<file path="src/design/cgsf_map.svh">
// Address map, field positions, reset values and timing counts of the
// clock generator status and loop filter register block.
// Assumes a 32-bit classic Wishbone slave with one register per word.
`ifndef CGSF_MAP_SVH
`define CGSF_MAP_SVH

// Word indices, taken from address bits 3:2
`define CGSF_IDX_STAT_ONE     2'h0
`define CGSF_IDX_STAT_TWO     2'h1
`define CGSF_IDX_FILT_UPPER   2'h2
`define CGSF_IDX_FILT_LOWER   2'h3

// Status one field positions
`define CGSF_S1_MODE_HI       7
`define CGSF_S1_MODE_LO       6
`define CGSF_S1_REF_KIND      5
`define CGSF_S1_LOCK_LOST     4
`define CGSF_S1_LOCKED        3
`define CGSF_S1_CLOCK_LOST    2
`define CGSF_S1_EXT_VALID     1
`define CGSF_S1_IRQ_FLAG      0

// Clock mode status codes
`define CGSF_MST_SELF         2'h0
`define CGSF_MST_FLL_INT      2'h1
`define CGSF_MST_BYP_EXT      2'h2
`define CGSF_MST_FLL_EXT      2'h3

// Clock select codes
`define CGSF_SEL_SELF         2'h0
`define CGSF_SEL_FLL_INT      2'h1
`define CGSF_SEL_BYP_EXT      2'h2
`define CGSF_SEL_FLL_EXT      2'h3

// Filter layout and reset value
`define CGSF_FILT_UPPER_W     4
`define CGSF_FILT_RESET       12'h000
`define CGSF_HOLD_RESET       8'h00
`define CGSF_RD_ZERO          32'h0000_0000
`define CGSF_PAD24            24'h00_0000
`define CGSF_PAD7             7'h00

// Cycles that a filter latch sequence stays busy after an upper write
`define CGSF_LATCH_CYCLES     3'h4
`define CGSF_LATCH_ZERO       3'h0
`define CGSF_LATCH_ONE        3'h1

`endif

</file>
<file path="src/design/cgsf_pkg.sv">
// Types shared by the clock generator status and filter register block.
// Assumes cgsf_map.svh holds all numeric constants except the mode encodings below.
package cgsf_pkg;

  // Clock generator modes, Gray coded along off, self, engaged, bypass
  typedef enum logic [2:0] {
    CGSF_OFF      = 3'h0,
    CGSF_SELF     = 3'h1,
    CGSF_FLL_INT  = 3'h3,
    CGSF_FLL_EXT  = 3'h2,
    CGSF_BYP_EXT  = 3'h6
  } cgsf_mode_e;

  typedef logic [11:0] cgsf_filter_t;

endpackage : cgsf_pkg

</file>
<file path="src/design/cgsf_sync.sv">
// Two-flop synchroniser for a bus of levels.
// Assumes the input levels come from another clock domain.
`timescale 1ns/1ps
`default_nettype none

module cgsf_sync #(
  parameter int W = 2
) (
  input  wire logic         i_mclk,   // Block clock
  input  wire logic         i_reset,  // Synchronous reset, active high
  input  wire logic [W-1:0] i_async,  // Level from the other domain
  output logic      [W-1:0] o_sync    // Level in the block domain
);

  logic [W-1:0] meta_q;
  logic [W-1:0] sync_q;

  always_ff @(posedge i_mclk) begin
    if (i_reset) begin
      meta_q <= '0;
      sync_q <= '0;
    end else begin
      meta_q <= i_async;
      sync_q <= meta_q;
    end
  end

  assign o_sync = sync_q;

endmodule : cgsf_sync

`default_nettype wire

</file>
<file path="src/design/cgsf_regs.sv">
// Status and loop filter registers of the internal clock generator,
// with the small mode tracker that drives the clock mode status.
// Assumes a classic Wishbone master, and event and level inputs from the
// loop, lock detector and loss detectors on the same clock.
//
// Function
// RULE1 - Status one bits 7:6 report mode: 00 self, 01 int, 10 bypass, 11 ext.
// RULE2 - Mode status follows clock select only after select is synchronised.
// RULE3 - Status one bit 5 is 0 for external clock, 1 for crystal.
// RULE4 - Bit 4 sticky lock lost flag; held until cleared; enable picks action.
// RULE5 - Bit 3 shows current lock; forced 0 in off, self and bypass modes.
// RULE6 - Bit 2 sticky clock lost flag; held until cleared; enable picks action.
// RULE7 - Bit 1 shows external reference stable and fast enough.
// RULE8 - Bit 0 is set while a clock generator interrupt is pending.
// RULE9 - Flag clears on reset, or on status read with flag set then write 1.
// RULE10 - A new interrupt during the clearing sequence restarts it; flag stays set.
// RULE11 - Writing 0 to the flag bit leaves it unchanged.
// RULE12 - Status two bit 0 sets after two good error samples, clock not static.
// RULE13 - Leaving off with select X1 waits for oscillator stable before switching.
// RULE14 - In self mode oscillator monitoring starts only once stable is set.
// RULE15 - Oscillator stable clears whenever the generator enters off.
// RULE16 - 12-bit filter value: upper 4 bits in upper register, lower 8 in lower.
// RULE17 - Filter is read only unless clock select is 00.
// RULE18 - In self mode an upper write loads all 12 filter bits at once.
// RULE19 - Upper write ignored while the previous latch sequence is unfinished.
// RULE20 - Lock lost gives interrupt if its reset enable is 0, else reset.
// RULE21 - Clock lost gives interrupt if its reset enable is 0, else reset.
// RULE22 - Software writes lower filter register first, then upper.
//
// Our own choices: the register offsets and the Wishbone interface to the registers.
`timescale 1ns/1ps
`default_nettype none
`include "cgsf_map.svh"

module cgsf_regs (
  input  wire logic        i_mclk,                   // 40 MHz clock
  input  wire logic        i_reset,                  // Synchronous reset, active high
  // Wishbone slave
  input  wire logic        i_wb_cyc,                 // Cycle
  input  wire logic        i_wb_stb,                 // Strobe
  input  wire logic        i_wb_we,                  // Write enable
  input  wire logic [3:0]  i_wb_adr,                 // Byte address
  input  wire logic [3:0]  i_wb_sel,                 // Byte enables
  input  wire logic [31:0] i_wb_dat,                 // Write data
  output logic      [31:0] o_wb_dat,                 // Read data
  output logic             o_wb_ack,                 // Acknowledge
  // Control from the clock generator control registers
  input  wire logic [1:0]  i_clock_select,           // Requested mode, other domain
  input  wire logic        i_lock_lost_reset_enable, // 1: reset on lock loss
  input  wire logic        i_clock_lost_reset_enable,// 1: reset on clock loss
  input  wire logic        i_stop_request,           // Generator goes to off
  // Status from the loop and detectors
  input  wire logic        i_reference_kind,         // 1: crystal, 0: external clock
  input  wire logic        i_fll_locked,             // Lock detector level
  input  wire logic        i_lock_lost_event,        // Pulse: unexpected lock loss
  input  wire logic        i_clock_lost_event,       // Pulse: loss of clock
  input  wire logic        i_ext_ref_valid,          // External reference usable
  input  wire logic        i_osc_sample,             // Pulse: new count error sample
  input  wire logic        i_osc_err_small,          // Error change within unlock limit
  input  wire logic        i_osc_clock_active,       // Oscillator clock not static
  input  wire logic        i_loop_load,              // Pulse: loop updates filter
  input  wire logic [11:0] i_loop_value,             // Filter value from the loop
  // Results
  output logic      [11:0] o_filter_value,           // Active oscillator filter value
  output logic      [1:0]  o_clock_mode_status,      // Current mode code
  output logic             o_osc_monitor_en,         // Monitor oscillator clock
  output logic             o_irq_request,            // Interrupt request level
  output logic             o_reset_request           // Reset request level
);

  ////////////////////////////////////////////////////////////////////////////
  // Clock select crossing

  logic [1:0] clock_select;

  cgsf_sync #(.W(2)) u_sel_sync (
    .i_mclk  (i_mclk),
    .i_reset (i_reset),
    .i_async (i_clock_select),
    .o_sync  (clock_select)
  );  // see RULE2

  ////////////////////////////////////////////////////////////////////////////
  // Mode tracker

  cgsf_pkg::cgsf_mode_e mode_q;
  cgsf_pkg::cgsf_mode_e mode_d;
  cgsf_pkg::cgsf_mode_e target;
  logic                 osc_stable_q;

  // Modes needing the oscillator fall back to self mode until it is stable
  assign target = (clock_select == `CGSF_SEL_SELF)    ? cgsf_pkg::CGSF_SELF :
                  (clock_select == `CGSF_SEL_FLL_INT) ?
                    (osc_stable_q ? cgsf_pkg::CGSF_FLL_INT : cgsf_pkg::CGSF_SELF) :
                  (clock_select == `CGSF_SEL_BYP_EXT) ?
                    (i_ext_ref_valid ? cgsf_pkg::CGSF_BYP_EXT : cgsf_pkg::CGSF_SELF) :
                    ((i_ext_ref_valid && osc_stable_q) ? cgsf_pkg::CGSF_FLL_EXT
                                                       : cgsf_pkg::CGSF_SELF);  // see RULE13

  always_comb begin
    mode_d = mode_q;
    case (mode_q)
      cgsf_pkg::CGSF_OFF: begin
        if (!i_stop_request) begin
          if (clock_select == `CGSF_SEL_BYP_EXT && i_ext_ref_valid) begin
            mode_d = cgsf_pkg::CGSF_BYP_EXT;
          end else begin
            mode_d = cgsf_pkg::CGSF_SELF;  // see RULE13
          end
        end
      end
      default: begin
        if (i_stop_request) begin
          mode_d = cgsf_pkg::CGSF_OFF;
        end else begin
          mode_d = target;
        end
      end
    endcase
  end

  always_ff @(posedge i_mclk) begin
    if (i_reset) begin
      mode_q <= cgsf_pkg::CGSF_SELF;
    end else begin
      mode_q <= mode_d;
    end
  end

  wire in_self   = (mode_q == cgsf_pkg::CGSF_SELF);
  wire fll_on    = (mode_q == cgsf_pkg::CGSF_FLL_INT) || (mode_q == cgsf_pkg::CGSF_FLL_EXT);

  assign o_clock_mode_status = (mode_q == cgsf_pkg::CGSF_FLL_INT) ? `CGSF_MST_FLL_INT :
                               (mode_q == cgsf_pkg::CGSF_BYP_EXT) ? `CGSF_MST_BYP_EXT :
                               (mode_q == cgsf_pkg::CGSF_FLL_EXT) ? `CGSF_MST_FLL_EXT :
                                                                    `CGSF_MST_SELF;  // see RULE1

  ////////////////////////////////////////////////////////////////////////////
  // Oscillator stable detection

  logic prev_ok_q;
  wire  sample_ok = i_osc_err_small && i_osc_clock_active;

  always_ff @(posedge i_mclk) begin
    if (i_reset || mode_d == cgsf_pkg::CGSF_OFF) begin
      osc_stable_q <= 1'b0;  // see RULE15
      prev_ok_q    <= 1'b0;
    end else if (!i_osc_clock_active) begin
      osc_stable_q <= 1'b0;
      prev_ok_q    <= 1'b0;
    end else if (i_osc_sample) begin
      osc_stable_q <= sample_ok && prev_ok_q;  // see RULE12
      prev_ok_q    <= sample_ok;
    end
  end

  assign o_osc_monitor_en = in_self && osc_stable_q;  // see RULE14

  ////////////////////////////////////////////////////////////////////////////
  // Bus decode

  logic        ack_q;
  logic [31:0] rd_q;
  wire         access  = i_wb_cyc && i_wb_stb && !ack_q;
  wire  [1:0]  idx     = i_wb_adr[3:2];
  wire         wr_lane = access && i_wb_we && i_wb_sel[0];
  wire         rd_acc  = access && !i_wb_we;
  wire         hit_s1  = (idx == `CGSF_IDX_STAT_ONE);
  wire         hit_fu  = (idx == `CGSF_IDX_FILT_UPPER);
  wire         hit_fl  = (idx == `CGSF_IDX_FILT_LOWER);
  wire         wr_s1   = wr_lane && hit_s1;
  wire         wr_fu   = wr_lane && hit_fu;
  wire         wr_fl   = wr_lane && hit_fl;
  wire         rd_s1   = rd_acc && hit_s1;

  ////////////////////////////////////////////////////////////////////////////
  // Sticky flags, interrupt flag and clearing sequence

  logic lock_lost_q;
  logic clock_lost_q;
  logic irq_flag_q;
  logic clr_armed_q;

  wire irq_event  = (i_lock_lost_event && !i_lock_lost_reset_enable) ||
                    (i_clock_lost_event && !i_clock_lost_reset_enable);  // see RULE20 RULE21
  wire clr_finish = wr_s1 && i_wb_dat[`CGSF_S1_IRQ_FLAG] && clr_armed_q;  // see RULE11

  always_ff @(posedge i_mclk) begin
    if (i_reset) begin
      irq_flag_q  <= 1'b0;  // see RULE9
      clr_armed_q <= 1'b0;
    end else if (irq_event) begin
      irq_flag_q  <= 1'b1;  // see RULE8
      clr_armed_q <= 1'b0;  // see RULE10
    end else if (clr_finish) begin
      irq_flag_q  <= 1'b0;  // see RULE9
      clr_armed_q <= 1'b0;
    end else if (rd_s1 && irq_flag_q) begin
      clr_armed_q <= 1'b1;
    end
  end

  // Sticky flags clear with the completed flag clearing sequence
  always_ff @(posedge i_mclk) begin
    if (i_reset) begin
      lock_lost_q  <= 1'b0;
      clock_lost_q <= 1'b0;
    end else begin
      lock_lost_q  <= i_lock_lost_event || (lock_lost_q && !clr_finish);    // see RULE4
      clock_lost_q <= i_clock_lost_event || (clock_lost_q && !clr_finish);  // see RULE6
    end
  end

  assign o_irq_request   = irq_flag_q;
  assign o_reset_request = (lock_lost_q && i_lock_lost_reset_enable) ||
                           (clock_lost_q && i_clock_lost_reset_enable);  // see RULE20 RULE21

  ////////////////////////////////////////////////////////////////////////////
  // Loop filter value

  cgsf_pkg::cgsf_filter_t filter_q;
  logic [7:0]             lower_hold_q;
  logic [2:0]             latch_cnt_q;

  wire sw_may_write = in_self && (clock_select == `CGSF_SEL_SELF);  // see RULE17
  wire latch_busy   = (latch_cnt_q != `CGSF_LATCH_ZERO);
  wire upper_take   = wr_fu && sw_may_write && !latch_busy;  // see RULE19

  always_ff @(posedge i_mclk) begin
    if (i_reset) begin
      lower_hold_q <= `CGSF_HOLD_RESET;
    end else if (wr_fl && sw_may_write) begin
      lower_hold_q <= i_wb_dat[7:0];  // see RULE22
    end
  end

  always_ff @(posedge i_mclk) begin
    if (i_reset) begin
      filter_q    <= `CGSF_FILT_RESET;
      latch_cnt_q <= `CGSF_LATCH_ZERO;
    end else if (upper_take) begin
      filter_q    <= {i_wb_dat[`CGSF_FILT_UPPER_W-1:0], lower_hold_q};  // see RULE18
      latch_cnt_q <= `CGSF_LATCH_CYCLES;
    end else begin
      if (i_loop_load && fll_on) begin
        filter_q <= i_loop_value;
      end
      if (latch_busy) begin
        latch_cnt_q <= latch_cnt_q - `CGSF_LATCH_ONE;
      end
    end
  end

  assign o_filter_value = filter_q;

  ////////////////////////////////////////////////////////////////////////////
  // Read data and acknowledge

  wire [7:0] stat_one = {o_clock_mode_status,            // see RULE1
                         i_reference_kind,               // see RULE3
                         lock_lost_q,
                         i_fll_locked && fll_on,         // see RULE5
                         clock_lost_q,
                         i_ext_ref_valid,                // see RULE7
                         irq_flag_q};
  wire [7:0] stat_two = {`CGSF_PAD7, osc_stable_q};

  wire [7:0] rd_byte = hit_s1 ? stat_one :
                       (idx == `CGSF_IDX_STAT_TWO) ? stat_two :
                       hit_fu ? {4'h0, filter_q[11:8]} :
                       filter_q[7:0];  // see RULE16

  always_ff @(posedge i_mclk) begin
    if (i_reset) begin
      ack_q <= 1'b0;
      rd_q  <= `CGSF_RD_ZERO;
    end else begin
      ack_q <= access;
      if (rd_acc) begin
        rd_q <= {`CGSF_PAD24, rd_byte};
      end
    end
  end

  assign o_wb_ack = ack_q;
  assign o_wb_dat = rd_q;

  ////////////////////////////////////////////////////////////////////////////
  // Assertions

  a_sel_sync_lag: assert property (@(posedge i_mclk) disable iff (i_reset) // see RULE2
    ##2 (clock_select == $past(i_clock_select, 2)))
    else $error("clock select not two cycles behind");

  a_mode_code_map: assert property (@(posedge i_mclk) disable iff (i_reset) // see RULE1
    (mode_q == cgsf_pkg::CGSF_FLL_EXT) |-> (stat_one[`CGSF_S1_MODE_HI:`CGSF_S1_MODE_LO] == `CGSF_MST_FLL_EXT))
    else $error("engaged external mode code wrong");

  a_lock_forced_low: assert property (@(posedge i_mclk) disable iff (i_reset) // see RULE5
    !fll_on |-> !stat_one[`CGSF_S1_LOCKED])
    else $error("lock bit set outside engaged modes");

  a_lock_lost_holds: assert property (@(posedge i_mclk) disable iff (i_reset) // see RULE4
    (i_lock_lost_event ##1 !clr_finish[*2]) |-> lock_lost_q)
    else $error("lock lost flag dropped early");

  a_clk_lost_holds: assert property (@(posedge i_mclk) disable iff (i_reset) // see RULE6
    (i_clock_lost_event ##1 !clr_finish[*2]) |-> clock_lost_q)
    else $error("clock lost flag not set");

  a_irq_on_event: assert property (@(posedge i_mclk) disable iff (i_reset) // see RULE8
    irq_event |=> (irq_flag_q && !clr_armed_q))
    else $error("interrupt flag not raised");

  a_irq_read_clear: assert property (@(posedge i_mclk) disable iff (i_reset) // see RULE9
    (rd_s1 && irq_flag_q && !irq_event) ##1 (!irq_event)[*2] ##1
      (wr_s1 && i_wb_dat[`CGSF_S1_IRQ_FLAG] && !irq_event) |=> !irq_flag_q)
    else $error("clearing sequence did not clear flag");

  a_irq_restart: assert property (@(posedge i_mclk) disable iff (i_reset) // see RULE10
    (clr_armed_q && irq_event) |=> (irq_flag_q && !clr_armed_q))
    else $error("new interrupt lost during clearing");

  a_irq_write_zero: assert property (@(posedge i_mclk) disable iff (i_reset) // see RULE11
    (irq_flag_q && wr_s1 && !i_wb_dat[0]) |=> irq_flag_q)
    else $error("writing zero changed the flag");

  a_stable_off_clr: assert property (@(posedge i_mclk) disable iff (i_reset) // see RULE15
    (mode_q == cgsf_pkg::CGSF_OFF) |-> !osc_stable_q)
    else $error("oscillator stable set in off");

  a_stable_two_smp: assert property (@(posedge i_mclk) disable iff (i_reset) // see RULE12
    $rose(osc_stable_q) |-> $past(i_osc_sample) && $past(prev_ok_q))
    else $error("stable set without two good samples");

  a_off_exit_wait: assert property (@(posedge i_mclk) disable iff (i_reset) // see RULE13
    ($past(mode_q) == cgsf_pkg::CGSF_OFF) && clock_select[0] |-> !fll_on)
    else $error("engaged mode entered straight from off");

  a_monitor_gate: assert property (@(posedge i_mclk) disable iff (i_reset) // see RULE14
    o_osc_monitor_en |-> stat_two[0] && (o_clock_mode_status == `CGSF_MST_SELF) && (mode_q != cgsf_pkg::CGSF_OFF))
    else $error("monitor enabled without stable oscillator");

  a_filter_ro: assert property (@(posedge i_mclk) disable iff (i_reset) // see RULE17
    (wr_fu && !sw_may_write && !(i_loop_load && fll_on)) |=> $stable(filter_q))
    else $error("filter changed outside self mode");

  a_filter_load: assert property (@(posedge i_mclk) disable iff (i_reset) // see RULE18
    upper_take |=> (filter_q == {$past(i_wb_dat[3:0]), $past(lower_hold_q)}) ##1 latch_busy[*3])
    else $error("upper write did not load all filter bits");

  a_latch_block: assert property (@(posedge i_mclk) disable iff (i_reset) // see RULE19
    (wr_fu && latch_busy && !(i_loop_load && fll_on)) |=> $stable(filter_q))
    else $error("filter changed during latch sequence");

  a_reset_req: assert property (@(posedge i_mclk) disable iff (i_reset) // see RULE21
    (i_clock_lost_event && i_clock_lost_reset_enable) ##1 i_clock_lost_reset_enable
      |-> o_reset_request)
    else $error("clock loss gave no reset request");

endmodule : cgsf_regs

`default_nettype wire

</file>
<file path="config.mk">
export PLATFORM = sky130hd
export DESIGN_NAME = cgsf_regs
export DESIGN_NICKNAME = d
export VERILOG_FILES = /design/src/design/cgsf_pkg.sv /design/src/design/cgsf_sync.sv /design/src/design/cgsf_regs.sv
export VERILOG_INCLUDE_DIRS = /design/src /design/src/design
export SDC_FILE = /design/constraint.sdc
export NUM_CORES = 1
export LEC_CHECK = 0
export BUFFER_PORTS_ARGS = -buffer_cell sky130_fd_sc_hd__buf_2
export CORE_MARGIN = 2
export CORE_UTILIZATION = 30
export CTS_CLUSTER_DIAMETER = 40
export CTS_CLUSTER_SIZE = 14
export DETAILED_ROUTE_END_ITERATION = 16
export PLACE_DENSITY = 0.65
export SLEW_MARGIN = 20
export SYNTH_ARGS = -nofsm -noshare
export SYNTH_HDL_FRONTEND = slang
export SYNTH_SLANG_ARGS = --single-unit
</file>
<file path="constraint.sdc">
create_clock -name i_mclk -period 2.6 [get_ports i_mclk]
set_input_delay 0.52 -clock i_mclk [delete_from_list [all_inputs] [get_ports i_mclk]]
set_output_delay 0.52 -clock i_mclk [all_outputs]
set_load 0.01 [all_outputs]
</file>
==> impl_metrics.py <==
metrics = {
    "detailed_routing": {
        "postRouteAntennaNets": 0,
        "drc": 0,
        "wire_per_inst_um": 12.9,
        "dr_total_vias": 1760,
        "finalWirelength_um": 5070,
        "drt_iter0_drc": 101,
        "via_per_inst": 4.47,
        "first_pass_iters": 4,
    },
    "critical_path": {
        "path_class": "reg2reg",
        "end_kind": "register",
        "critPathRequiredTime_ns": 2.77,
        "arrival_ns": 2.08,
        "critPathLaunchType": "register",
        "crit_path_max_fanout": 26,
    },
    "power": {
        "p_seq_share_pct": 46.2,
        "power_frac_comb_pct": 15.3,
        "p_clk_share_pct": 38.5,
        "p_per_area_nw_per_um2": 613,
        "sw_frac_of_total_pct": 25.1,
        "p_int_mw": 1.22,
        "p_leak_nw": 1.25,
        "power_switching_mw": 0.410,
        "worst_ir_drop_vdd_mv": 0.266,
    },
    "floorplan": {
        "die-area_um2": 8030,
        "die_w_um": 89.6,
        "die-height_um": 89.6,
        "io_pins": 121,
        "start_util_pct": 30.6,
        "core_um2": 7180,
        "rows": 31,
    },
    "yosys": {
        "synth_area_leaders": "dfxtp_1 (41%), mux2i_1 (11%), buf_4 (8.2%)",
        "ys_types": 42,
        "ys_warn_count": 0,
        "yosysTopAreaCellShare_pct": 41.0,
        "synth_edf_count": 0,
        "syn_inst": 229,
        "synthFlopType": "dfxtp_1",
        "ys_seq_area_share_pct": 41.0,
        "synth_commonest_cells": "dfxtp_1 (45), nor2_1 (40), buf_4 (24), mux2i_1 (24), a211oi_2 (12)",
        "syn-mean-instance-area_um2": 9.60,
        "ys_async_sr_fraction_pct": 0,
        "yosysMostFrequentCell": "dfxtp_1",
        "ys_ff_latch": 45,
        "syn_area_um2": 2200,
        "synth.largest_area_cell": "dfxtp_1",
    },
    "place": {
        "pre_cts_ws_ns": 0.433,
        "dp_hpwl_um": 3880,
        "io_buffers": 67,
        "gp_congestion": 0.750,
    },
    "clock_tree": {
        "cts.clk_slew.worst_paths_ns": 0.09,
        "ctsResizeCount": 0,
        "clkLatencyLatePin_ns": 0.30,
        "hold_buffers": 0,
        "cts_setup_buffers": 0,
        "cts_root_buffer": "clkbuf_8",
        "clock-sinks": 45,
        "htreeDepth": 2,
        "clk_path_buf_depth": 2,
        "cts_buffers": 5,
        "cts_tree": "done",
    },
    "grt": {
        "antenna_found_initial": 0,
        "grt_pass1_wl_um": 7960,
        "grt_max_degree": 29,
        "gr-total-overflow": 0,
        "grt_pass1_vias": 1582,
        "track_usage_pct": 13.3,
    },
    "flow_run": {
        "drv_cap": 0,
    },
    "sta": {
        "finClkSkew_ns": 0.00998,
        "hold_viol": 0,
        "report.final.slew_viol_count": 0,
        "setup_viol": 0,
        "finalCriticalPeriod_ns": 1.91,
        "setup_tns_ns": 0,
        "relSlewSlack_pct": 59.7,
        "setup_ws_ns": 0.689,
        "grt_setup_unrepaired": "no",
        "worst_pin_slew_ns": 0.605,
        "fmax_mhz": 523,
        "period_share_pct": 73.5,
    },
    "final_layout": {
        "fin_nets": 367,
        "diodes": 0,
        "area_growth_pct": 21.0,
        "drive_above_1_share_pct": 32.9,
    },
    "status": {
        "status": "complete, no violations",
    },
    "min_path": {
        "hold_path_class": "in2reg",
    },
}
metal layers:
metal | part of all wire, % | vias to the layer above | GRT usage, % | routed length [µm]
met5 | 0 | - | 0 | 0
met4 | 0.83 | 0 | 4.48 | 42
met3 | 7.3 | 4 | 3.84 | 368
met2 | 45 | 69 | 19.9 | 2260
met1 | 47 | 809 | 18.2 | 2400
li1 | - | 878 | - | -
worst paths after layout:
kind / start / to / slack, ns / depth (start not counted)
setup / recovery: mode_q[0] / o_filter_value[2] / 0.69 / 4
hold / removal: i_stop_request / mode_q[2] / 0.42 / 2
setup reg to reg: mode_q[0] / o_filter_value[2] / 0.69 / 4
hold reg to reg: u_sel_sync.meta_q[1] / u_sel_sync.o_sync[1] / 0.43 / 1
layout make-up:
type                            instances  area [µm²]
Clock buffer                            5        68.8
Clock inverter                          3        65.1
Fill cell                             743        4520
Inverter                                7        26.3
Multi-Input combinational cell        163        1100
Sequential cell                        45         901
Tap cell                               99         124
Timing Repair Buffer                   72         373
metrics by stage:
stage | power, mW | cells | utilization (%) | hold WS [ns] | area, µm²
floorplan | 0.964 | 252 | - | 0.414 | 2280
global placement | 1.01 | 386 | 35.2 | 0.431 | 2530
detailed placement | 1.02 | 386 | 35.2 | 0.425 | 2530
CTS | 1.65 | 394 | 37.1 | 0.411 | 2660
global route | 1.71 | 394 | 37.1 | 0.417 | 2660
finish | 1.63 | 394 | 37.1 | 0.424 | 2660
kinds of logic (layout without fill, tap and decap cells):
family	Yosys count	after routing	share of synthesized area (%)
flip-flops	45	45	41.0
AND/OR/NAND/NOR	68	68	16.3
AO/OA/AOI/OAI	42	42	15.8
other	1	24	0.171
multiplexers	26	26	12.5
adder cells (fa/ha/maj)	2	2	1.14
buffers and inverters	44	87	12.8
XOR/XNOR	1	1	0.398
worst max-delay path: stages (launching register included):
cell and delay [ns]:
dfxtp_1 0.35, or3b_4 0.42, or4_4 0.75, nor2_1 0.19
a211oi_2 0.06
cells in the final DEF (no fill, tap or decap), drive strengths merged, types with 2 or more instances in the layout:
cell type   n
bufinv      2
nor4        2
mux2i      24
dfxtp      45
clkbuf      5
a211oi     19
nand2       6
a21oi       9
buf        72
ha          2
o21ai       3
a22oi       4
conb       24
nand4bb     3
nor2b       6
nor2       40
inv         7
power groups by stage:
stage          Sequential (mW)  Clock (mW)  Combinational, mW
3_3_place_gp             0.767           0              0.242
3_5_place_dp             0.769           0              0.250
6_report                 0.753       0.629              0.250
5_1_grt                  0.759       0.674              0.280
2_1_floorplan            0.768           0              0.196
4_1_cts                  0.753       0.642              0.251
state kept, by name, summed over array words and instances, names as in the netlist:
signal,cells
osc_stable_q,1
prev_ok_q,1
u_sel_sync.meta_q,2
o_wb_dat,8
lock_lost_q,1
clock_lost_q,1
u_sel_sync.o_sync,2
mode_q,3
latch_cnt_q,3
lower_hold_q,8
o_wb_ack,1
o_filter_value,12
o_irq_request,1
clr_armed_q,1
No activity file was read; power rests on OpenSTA's default activity.
